File: src/hw/limit_timer_defines.vh
// Purpose: constants for the limit timer one-shot / monostable core
// Assumes: one timer clock at 125 MHz, synchronous active-high reset
// Notes:   mode codes are the five-bit mode field values
`ifndef LIMIT_TIMER_DEFINES_VH
`define LIMIT_TIMER_DEFINES_VH

// mode field layout
`define MODE_W          5
`define MODE_HI_LSB     3
// one-shot group (upper bits 01)
`define MODE_OS_SW      5'h08
`define MODE_OS_RISE    5'h09
`define MODE_OS_FALL    5'h0a
`define MODE_OS_ANY     5'h0b
`define MODE_OS_HLRISE  5'h0c
`define MODE_OS_HLFALL  5'h0d
`define MODE_OS_RISELO  5'h0e
`define MODE_OS_FALLHI  5'h0f
// monostable group (upper bits 10)
`define MODE_MS_RISE    5'h11
`define MODE_MS_FALL    5'h12
`define MODE_MS_ANY     5'h13
// level-triggered one-shot
`define MODE_LV_HISTART 5'h16
`define MODE_LV_LOSTART 5'h17
// widths and reset values
`define CNT_W           8
`define PS_W            4
`define CNT_RST         8'h00
`define PERIOD_RST      8'hff
`define SCALE_ONE       4'h0
// synchroniser depth for enable and trigger (at least two clocks)
`define SYNC_STAGES     2
// register offsets of the plain register port
`define ADDR_W          3
`define REG_CTRL        3'h0
`define REG_MODE        3'h1
`define REG_PERIOD      3'h2
`define REG_COUNT       3'h3
`define REG_STATUS      3'h4
// control register fields
`define CTRL_ON_BIT     7
`define CTRL_PS_LSB     4
`define CTRL_OPS_LSB    0

`endif

File: src/hw/limit_timer_oneshot.v
// Purpose: one-shot, monostable and level one-shot control of an 8-bit
//          hardware-limit timer with a plain register port
// Assumes: trigger input synchronous to clk, one timer clock per clk
// Notes:   prescale and postscale fields are stored; only 1:1 is timed
`include "limit_timer_defines.vh"
`default_nettype none

// What this block does
// - software one-shot counts once enable is set
// - edge modes need fresh edge after re-enable
// - one-shot match clears enable, counter to zero
// - monostable match stops at zero, enable kept
// - monostable rising, falling, any edge start
// - level code 111: fall starts, high resets
// - enable and trigger pass two-flop synchroniser
// - trigger delay at least one period
// - enable write acts in following period
// - cleared scale fields mean division 1:1
// - no pwm outputs produced here
// - five-bit mode field selects operation
// - debug mode ignores external trigger
module limit_timer_oneshot
(
    input  wire                clk,            // timer clock
    input  wire                srst,           // sync reset, high
    input  wire [`ADDR_W-1:0]  regAddr,        // register address
    input  wire [7:0]          regWrData,      // write data
    input  wire                regWr,          // write strobe
    input  wire                regRd,          // read strobe
    input  wire                externalResetTrigger, // trigger signal
    input  wire                debugMode,      // core halted in debug
    output reg  [7:0]          regRdData_ff,   // read data, cycle after
    output reg  [`CNT_W-1:0]   countValue_ff,  // counter value
    output reg                 running_ff,     // counter advancing
    output reg                 periodMatch_ff  // pulse on period wrap
);

    // software state
    reg                  enable_ff;            // enable bit
    reg [`MODE_W-1:0]    mode_ff;              // mode field
    reg [`CNT_W-1:0]     periodValue_ff;       // period register
    reg [`PS_W-1:0]      prescaleSelect_ff;    // stored only
    reg [`PS_W-1:0]      postscaleSelect_ff;   // stored only

    // synchronisers: first stage read only by the second
    reg [`SYNC_STAGES-1:0] enSync_ff;          // enable pipeline
    reg [`SYNC_STAGES-1:0] trgSync_ff;         // trigger pipeline
    reg                    trgPrev_ff;         // for edge detect
    reg                    armed_ff;           // waiting for an edge
    reg [7:0]              nxt_regRdData;      // read data, next cycle

    // synchronised views; edge pulses compare the synchronised level
    // with the sample one clock older, and debug mode masks them all
    wire enS   = enSync_ff[`SYNC_STAGES-1];
    wire trgS  = trgSync_ff[`SYNC_STAGES-1];
    wire rise  = trgS & ~trgPrev_ff & ~debugMode;
    wire fall  = ~trgS & trgPrev_ff & ~debugMode;
    wire trgHi = trgS & ~debugMode;
    wire trgLo = ~trgS & ~debugMode;

    // mode group decode, used by several processes
    function isOneShot;
        input [`MODE_W-1:0] m;
        begin
            isOneShot = (m[4:3] == 2'b01)
                        || (m == `MODE_LV_HISTART)
                        || (m == `MODE_LV_LOSTART);
        end
    endfunction

    // monostable group: the three edge-start codes
    function isMono;
        input [`MODE_W-1:0] m;
        begin
            isMono = (m == `MODE_MS_RISE) || (m == `MODE_MS_FALL)
                     || (m == `MODE_MS_ANY);
        end
    endfunction

    // start event for the selected mode
    reg startEvt;
    // level reset hold for the selected mode
    reg holdRst;
    always @*
    begin
        startEvt = 1'b0;
        holdRst  = 1'b0;
        case (mode_ff)
            // software start: the enable bit alone starts the count
            `MODE_OS_SW:
                startEvt = 1'b1;
            // rising-edge start, one-shot and monostable alike
            `MODE_OS_RISE, `MODE_OS_HLRISE, `MODE_MS_RISE:
                startEvt = rise;
            // falling-edge start
            `MODE_OS_FALL, `MODE_OS_HLFALL, `MODE_MS_FALL:
                startEvt = fall;
            // either edge starts
            `MODE_OS_ANY, `MODE_MS_ANY:
                startEvt = rise | fall;
            // rising start, low level holds the count at zero
            `MODE_OS_RISELO:
            begin
                startEvt = rise;
                holdRst  = trgLo;
            end
            // falling start, high level holds the count at zero
            `MODE_OS_FALLHI:
            begin
                startEvt = fall;
                holdRst  = trgHi;
            end
            // level one-shot: 110 rise starts, low level resets; 111 fall starts, high level resets
            `MODE_LV_HISTART:
            begin
                startEvt = rise;
                holdRst  = trgLo;
            end
            `MODE_LV_LOSTART:
            begin
                startEvt = fall;
                holdRst  = trgHi;
            end
            // reserved and out-of-group codes never start
            default:
            begin
                startEvt = 1'b0;
                holdRst  = 1'b0;
            end
        endcase
    end

    // hardware-limit one-shots also reset the count on later edges
    wire edgeRst = ((mode_ff == `MODE_OS_HLRISE) && rise)
                   || ((mode_ff == `MODE_OS_HLFALL) && fall);
    // period match only counts while running, so a parked counter at
    // zero never matches a period of zero by accident
    wire match   = running_ff && (countValue_ff == periodValue_ff);
    // codes outside the one-shot and monostable groups are reserved
    wire legal   = isOneShot(mode_ff) || isMono(mode_ff);

    // synchronisers; trigger delay covers at least one period
    // enable rides its own two flops, as deep as the trigger's, so neither races
    always @(posedge clk)
    begin
        if (srst)
        begin
            enSync_ff  <= {`SYNC_STAGES{1'b0}};
            trgSync_ff <= {`SYNC_STAGES{1'b0}};
            // history starts at the idle low level: no false edge
            trgPrev_ff <= 1'b0;
        end
        else
        begin
            enSync_ff  <= {enSync_ff[0], enable_ff};
            trgSync_ff <= {trgSync_ff[0], externalResetTrigger};
            trgPrev_ff <= trgS;
        end
    end

    // counter control; all state steps once per clock
    always @(posedge clk)
    begin
        if (srst)
        begin
            countValue_ff  <= `CNT_RST;
            running_ff     <= 1'b0;
            armed_ff       <= 1'b1;
            periodMatch_ff <= 1'b0;
        end
        else
        begin
            periodMatch_ff <= match;
            if (!enS || !legal)
            begin
                // disabled or reserved: idle, rearm for a fresh edge
                running_ff <= 1'b0;
                armed_ff   <= 1'b1;
                if (!legal)
                    countValue_ff <= `CNT_RST;
            end
            else if (match)
            begin
                // stop at zero; enable handling in the register process
                countValue_ff <= `CNT_RST;
                running_ff    <= 1'b0;
                // only monostable rearms here; a one-shot waits until
                // its cleared enable has passed the synchroniser, or it
                // would restart in the two clocks of lag
                armed_ff      <= !isOneShot(mode_ff);
            end
            else if (holdRst)
            begin
                // level reset: count parked at zero until released
                countValue_ff <= `CNT_RST;
                running_ff    <= 1'b0;
            end
            else if (running_ff)
            begin
                // later edges of hardware-limit one-shots restart it
                if (edgeRst)
                    countValue_ff <= `CNT_RST;
                else
                    countValue_ff <= countValue_ff + 8'h01;
            end
            else if (armed_ff && startEvt)
            begin
                // no fresh edge is needed again until rearmed
                running_ff <= 1'b1;
                armed_ff   <= 1'b0;
            end
        end
    end

    // one-shot completion: hardware drops the enable bit on the match
    wire oneShotDone = enS && legal && match && isOneShot(mode_ff);

    // write decode of the plain register port
    wire wrCtrl   = regWr && (regAddr == `REG_CTRL);    // control
    wire wrMode   = regWr && (regAddr == `REG_MODE);    // mode field
    wire wrPeriod = regWr && (regAddr == `REG_PERIOD);  // period

    // control register; a software write in the match cycle wins over
    // the hardware clear; enable then stays set, but armed_ff stays low, so the one-shot does not restart
    always @(posedge clk)
    begin
        if (srst)
        begin
            enable_ff          <= 1'b0;
            prescaleSelect_ff  <= `SCALE_ONE;
            postscaleSelect_ff <= `SCALE_ONE;
        end
        else if (wrCtrl)
        begin
            // bit 7 is the enable, so prescale owns only the three below
            enable_ff          <= regWrData[`CTRL_ON_BIT];
            prescaleSelect_ff  <= {1'b0,
                                   regWrData[`CTRL_PS_LSB+:`PS_W-1]};
            postscaleSelect_ff <= regWrData[`CTRL_OPS_LSB+:`PS_W];
        end
        else if (oneShotDone)
        begin
            // hardware clear when a one-shot run completes
            enable_ff <= 1'b0;
        end
    end

    // mode and period hold their value until software writes them
    always @(posedge clk)
    begin
        if (srst)
        begin
            mode_ff        <= {`MODE_W{1'b0}};    // reserved code: idle
            periodValue_ff <= `PERIOD_RST;
        end
        else
        begin
            if (wrMode)
                mode_ff <= regWrData[`MODE_W-1:0];
            if (wrPeriod)
                periodValue_ff <= regWrData;
        end
    end

    // read multiplexer; the strobe gates it so the data stand for one
    // cycle only and then fall back to zero
    always @*
    begin
        nxt_regRdData = 8'h00;
        if (!regRd)
            nxt_regRdData = 8'h00;
        else if (regAddr == `REG_CTRL)
            nxt_regRdData = {enable_ff, prescaleSelect_ff[2:0],
                             postscaleSelect_ff};
        else if (regAddr == `REG_MODE)
            nxt_regRdData = {3'h0, mode_ff};
        else if (regAddr == `REG_PERIOD)
            nxt_regRdData = periodValue_ff;
        else if (regAddr == `REG_COUNT)
            nxt_regRdData = countValue_ff;
        // status: armed, synchronised enable, running
        else if (regAddr == `REG_STATUS)
            nxt_regRdData = {5'h00, armed_ff, enS, running_ff};
        else
            nxt_regRdData = 8'h00;    // unmapped reads as zero
    end

    // read data register: the port comes straight from this flop
    always @(posedge clk)
    begin
        if (srst)
            regRdData_ff <= 8'h00;
        else
            regRdData_ff <= nxt_regRdData;
    end

    // pwm drive belongs to the compare unit outside

endmodule

`default_nettype wire
File: config.mk
export PLATFORM = sky130hd
export DESIGN_NAME = limit_timer_oneshot
export DESIGN_NICKNAME = d
export VERILOG_FILES = /design/src/hw/limit_timer_oneshot.v
export VERILOG_INCLUDE_DIRS = /design/src /design/src/hw
export SDC_FILE = /design/constraint.sdc
export NUM_CORES = 1
export LEC_CHECK = 0
export BUFFER_PORTS_ARGS = -buffer_cell sky130_fd_sc_hd__buf_2
export CORE_ASPECT_RATIO = 1.4
export CORE_MARGIN = 8
export CORE_UTILIZATION = 55
export CTS_CLUSTER_DIAMETER = 50
export DETAILED_ROUTE_END_ITERATION = 10
export PLACE_DENSITY = 0.78
export SYNTH_ARGS = -nofsm -noshare
export SYNTH_HDL_FRONTEND = slang
export SYNTH_SLANG_ARGS = --single-unit
export TNS_END_PERCENT = 50
File: constraint.sdc
create_clock -name clk -period 4.7 [get_ports clk]
set_input_delay 0.47 -clock clk [delete_from_list [all_inputs] [get_ports clk]]
set_output_delay 0.47 -clock clk [all_outputs]
set_load 0.005 [all_outputs]
==> impl_results.html <==
<table>
<tr><th>Metric</th><th>Value</th></tr>
<tr><th colspan="2">Status</th></tr>
<tr><td>Result of the run</td><td>complete, no violations</td></tr>
<tr><th colspan="2">Synth</th></tr>
<tr><td>Number of distinct library cells after synthesis</td><td>47</td></tr>
<tr><td>Synthesis-stage register bit count</td><td>45</td></tr>
<tr><td>Cell count after synthesis</td><td>247</td></tr>
<tr><td>Sequential-to-total area share from yosys stat</td><td>40.7%</td></tr>
<tr><td>Net count of the mapped netlist</td><td>265</td></tr>
<tr><td>Post-synth ARST share</td><td>0%</td></tr>
<tr><td>Synth area leaders</td><td>sky130_fd_sc_hd__dfxtp_1, sky130_fd_sc_hd__mux2i_1, sky130_fd_sc_hd__nor2b_1</td></tr>
<tr><td>Mean instance size in the synthesized netlist</td><td>8.96 sq um</td></tr>
<tr><td>Most instantiated cells after synthesis</td><td>sky130_fd_sc_hd__dfxtp_1, sky130_fd_sc_hd__a21oi_1, sky130_fd_sc_hd__nand2_1, sky130_fd_sc_hd__nor2b_1, sky130_fd_sc_hd__nor2_1</td></tr>
<tr><td>Most frequently used flop master after synthesis</td><td>sky130_fd_sc_hd__dfxtp_1</td></tr>
<tr><td>Netlist area before placement</td><td>0.00221 sq mm</td></tr>
<tr><td>Number of enable-type register cells in the synthesized netlist</td><td>0</td></tr>
<tr><td>Cell type with the highest aggregate area in the netlist</td><td>sky130_fd_sc_hd__dfxtp_1</td></tr>
<tr><td>Synth warn</td><td>0</td></tr>
<tr><td>Area fraction of the dominant cell type after synthesis</td><td>40.7%</td></tr>
<tr><td>Top-count cell post-synth</td><td>sky130_fd_sc_hd__dfxtp_1</td></tr>
<tr><th colspan="2">Clock network</th></tr>
<tr><td>CTS clk-pin slew, worst paths</td><td>0.08 ns</td></tr>
<tr><td>Number of post-CTS setup repair buffers</td><td>0</td></tr>
<tr><td>H-tree levels</td><td>2</td></tr>
<tr><td>Cells resized by post-CTS repair</td><td>0</td></tr>
<tr><td>TritonCTS clock tree</td><td>yes</td></tr>
<tr><td>CTS sink count</td><td>45</td></tr>
<tr><td>Clk Latency, worst-skew pair</td><td>0.30 ns</td></tr>
<tr><td>Inserted Clock Buffers</td><td>5</td></tr>
<tr><td>Hold Buf Count CTS</td><td>0</td></tr>
<tr><td>Buffer type at the clock tree root</td><td>sky130_fd_sc_hd__clkbuf_8</td></tr>
<tr><td>Number of buffers on the longest clock path</td><td>2</td></tr>
<tr><th colspan="2">Pwr</th></tr>
<tr><td>Power dissipated by switching net loads</td><td>167 uW</td></tr>
<tr><td>Maximum vdd ir drop</td><td>243 uV</td></tr>
<tr><td>Share of total power in sequential cells</td><td>55.6%</td></tr>
<tr><td>Total leakage power</td><td>0.000956 uW</td></tr>
<tr><td>Pwr per Cell Area</td><td>288 mW/mm^2</td></tr>
<tr><td>Clk network pwr share</td><td>36.4%</td></tr>
<tr><td>Combinational cell fraction of total power</td><td>8.0%</td></tr>
<tr><td>Cell internal power dissipation</td><td>546 uW</td></tr>
<tr><td>Proportion of total power due to net switching</td><td>23.4%</td></tr>
<tr><th colspan="2">Worst setup path</th></tr>
<tr><td>Max stage delay on crit path</td><td>0.57 ns</td></tr>
<tr><td>Critical-path top delay cell</td><td>sky130_fd_sc_hd__or4_1</td></tr>
<tr><td>Critical Path Fanout Max</td><td>14</td></tr>
<tr><td>Bufs and invs on worst path</td><td>0</td></tr>
<tr><td>Critical Setup Path Class</td><td>reg2reg</td></tr>
<tr><td>Crit. End Element</td><td>flop</td></tr>
<tr><td>Chain of cells forming the critical path</td><td>nand2_1 -&gt; o41ai_4 -&gt; a22oi_2 -&gt; or4_1 -&gt; a21oi_1</td></tr>
<tr><td>Worst EP required</td><td>4.93 ns</td></tr>
<tr><td>Arrival time worst endpoint</td><td>2.37 ns</td></tr>
<tr><td>Element type at the critical path start</td><td>flop</td></tr>
<tr><td>Cell class contributing the biggest share of worst-path delay</td><td>compound AO/OA/AOI/OAI gates</td></tr>
<tr><th colspan="2">Place</th></tr>
<tr><td>Count of input and output buffers</td><td>34</td></tr>
<tr><td>Final weighted congestion in routability-driven placement</td><td>0.870</td></tr>
<tr><td>Dpl ws</td><td>2.43 ns</td></tr>
<tr><td>Detailed Place HPWL</td><td>4090 um</td></tr>
<tr><th colspan="2">Die</th></tr>
<tr><td>Die Outline Area</td><td>0.00634 sq mm</td></tr>
<tr><td>Core area</td><td>0.00388 sq mm</td></tr>
<tr><td>Top Ports</td><td>35</td></tr>
<tr><td># rows</td><td>27</td></tr>
<tr><td>Die Width</td><td>69.6 um</td></tr>
<tr><td>Effective utilization at floorplan</td><td>56.9%</td></tr>
<tr><td>Die span in y</td><td>91.0 um</td></tr>
<tr><th colspan="2">STA</th></tr>
<tr><td>Tightest Pin Transition</td><td>0.920 ns</td></tr>
<tr><td>Minimum setup slack in the final design</td><td>2.56 ns</td></tr>
<tr><td>RSZ-0062 raised after global routing</td><td>false</td></tr>
<tr><td>Share of the clock period used by the worst path</td><td>45.5%</td></tr>
<tr><td>Setup clock skew after layout</td><td>0.00442 ns</td></tr>
<tr><td>Relative slew slack</td><td>38.4%</td></tr>
<tr><td>Setup violators final</td><td>0</td></tr>
<tr><td>Achievable frequency</td><td>468 MHz</td></tr>
<tr><td>Final number of max-transition violations</td><td>0</td></tr>
<tr><td>Period minus WS final</td><td>2.14 ns</td></tr>
<tr><td>Summed negative setup slack over all endpoints</td><td>0 ns</td></tr>
<tr><td>Final Hold Vio Count</td><td>0</td></tr>
<tr><th colspan="2">Global routing</th></tr>
<tr><td>Maximum number of pins on one net before global-route repair</td><td>31</td></tr>
<tr><td>Via count of the first global-routing pass</td><td>1930</td></tr>
<tr><td>First-pass GRT wire length</td><td>9000 um</td></tr>
<tr><td>Aggregate global-route resource usage</td><td>17.2%</td></tr>
<tr><td>Overflow after GRT</td><td>0</td></tr>
<tr><td>Antenna violations before repair</td><td>0</td></tr>
<tr><th colspan="2">Routing</th></tr>
<tr><td>Routed via count</td><td>1932</td></tr>
<tr><td>ANT nets after route</td><td>0</td></tr>
<tr><td>Total DRC errors in the routed layout</td><td>0</td></tr>
<tr><td>Average detailed-routed wire length per instance</td><td>17.2 um</td></tr>
<tr><td>Drt via density</td><td>6.09</td></tr>
<tr><td>First drt pass iteration count</td><td>4</td></tr>
<tr><td>Routed wire length</td><td>5460 um</td></tr>
<tr><td>Violation count after the first detailed-routing iteration</td><td>141</td></tr>
<tr><th colspan="2">Final layout</th></tr>
<tr><td>Core utilization of the finished layout</td><td>63.6%</td></tr>
<tr><td>P&amp;R area growth vs syn</td><td>11.8%</td></tr>
<tr><td>Proportion of layout cells with a drive suffix above 1</td><td>19.0%</td></tr>
<tr><td>Count of nets after finishing</td><td>291</td></tr>
<tr><td>Fillcell total</td><td>339</td></tr>
<tr><td>Antenna fix cells</td><td>0</td></tr>
<tr><th colspan="2">Job</th></tr>
<tr><td>Max-Cap Viols</td><td>0</td></tr>
<tr><th colspan="2">Hold path</th></tr>
<tr><td>Min-delay worst type</td><td>in2reg</td></tr>
</table>
## final cells by class
| class | instances | area (sq um) | share of cell area (%) |
|---|---|---|---|
| Multi-Input combinational cell | 180 | 1220 | 49.3 |
| Sequential cell | 45 | 901 | 36.4 |
| Timing Repair Buffer | 34 | 170 | 6.88 |
| Clock buffer | 7 | 96.3 | 3.90 |
| Tap cell | 43 | 53.8 | 2.18 |
| Inverter | 7 | 26.3 | 1.06 |
| Clock inverter | 1 | 5.00 | 0.202 |
## placed cells by master, fill, tap and decap left out, types with 4 or more instances in the layout
cell type	instances
sky130_fd_sc_hd__dfxtp_1	45
sky130_fd_sc_hd__buf_2	34
sky130_fd_sc_hd__a21oi_1	22
sky130_fd_sc_hd__nand2_1	21
sky130_fd_sc_hd__nor2b_1	20
sky130_fd_sc_hd__nor2_1	15
sky130_fd_sc_hd__mux2i_1	13
sky130_fd_sc_hd__xor2_1	9
sky130_fd_sc_hd__a211o_1	8
sky130_fd_sc_hd__o21ai_0	8
sky130_fd_sc_hd__inv_1	7
sky130_fd_sc_hd__clkbuf_8	7
sky130_fd_sc_hd__nand3_1	5
sky130_fd_sc_hd__nor3_1	4
sky130_fd_sc_hd__or3_1	4
sky130_fd_sc_hd__nand4_1	4
sky130_fd_sc_hd__or4_1	4
## flip-flops by register name, summed over array words and instances, names as in the netlist
register,cells
countValue_ff,8
periodValue_ff,8
regRdData_ff,8
mode_ff,5
postscaleSelect_ff,4
prescaleSelect_ff,3
enSync_ff,2
trgSync_ff,2
armed_ff,1
enable_ff,1
periodMatch_ff,1
running_ff,1
trgPrev_ff,1
## power by group through the flow
stage / Clock [uW] / Combinational, uW / Sequential (uW)
2_1_floorplan: 0 / 40.5 / 402
3_3_place_gp: 0 / 56.0 / 405
3_5_place_dp: 0 / 56.8 / 405
4_1_cts: 265 / 57.1 / 396
5_1_grt: 281 / 62.6 / 397
6_report: 259 / 57.2 / 396
## stage by stage
step / hold slack [ns] / instances / power [uW] / instance area (sq um)
2_1_floorplan: 0.414 / 247 / 442 / 2210
3_3_place_gp: 0.415 / 309 / 461 / 2370
3_5_place_dp: 0.426 / 309 / 462 / 2370
4_1_cts: 0.368 / 317 / 719 / 2470
5_1_grt: 0.384 / 317 / 740 / 2470
6_report: 0.370 / 317 / 713 / 2470
## cells by family (layout without fill, tap and decap cells)
kind of cell	Yosys count	after routing	synth area share (%)
fa+ha+maj	1	1	0.566
flops	45	45	40.7
mux	15	15	7.92
compound gates	61	61	19.6
xor+xnor	11	11	4.36
buf+inv	22	49	4.13
simple gates	92	92	22.7
## metal layers
layer	routed length [um]	GRT usage, %	vias up
li1	-	-	930
met1	2070	17.5	917
met2	2910	30.5	64
met3	282	3.81	21
met4	201	11.7	0
met5	0	0	-
## worst paths after layout
| check | startpoint | endpoint | slack (ns) | depth (start not counted) |
|---|---|---|---|---|
| max | mode_ff[2]$_SDFFE_PP0P_ | countValue_ff[5]$_SDFFE_PP0P_ | 2.56 | 5 |
| min reg2reg | enSync_ff[0]$_SDFF_PP0_ | enSync_ff[1]$_SDFF_PP0_ | 0.45 | 1 |
| min | externalResetTrigger | trgSync_ff[0]$_SDFF_PP0_ | 0.37 | 2 |
| max reg2reg | mode_ff[2]$_SDFFE_PP0P_ | countValue_ff[5]$_SDFFE_PP0P_ | 2.56 | 5 |
(Power assumes the default switching activity.)
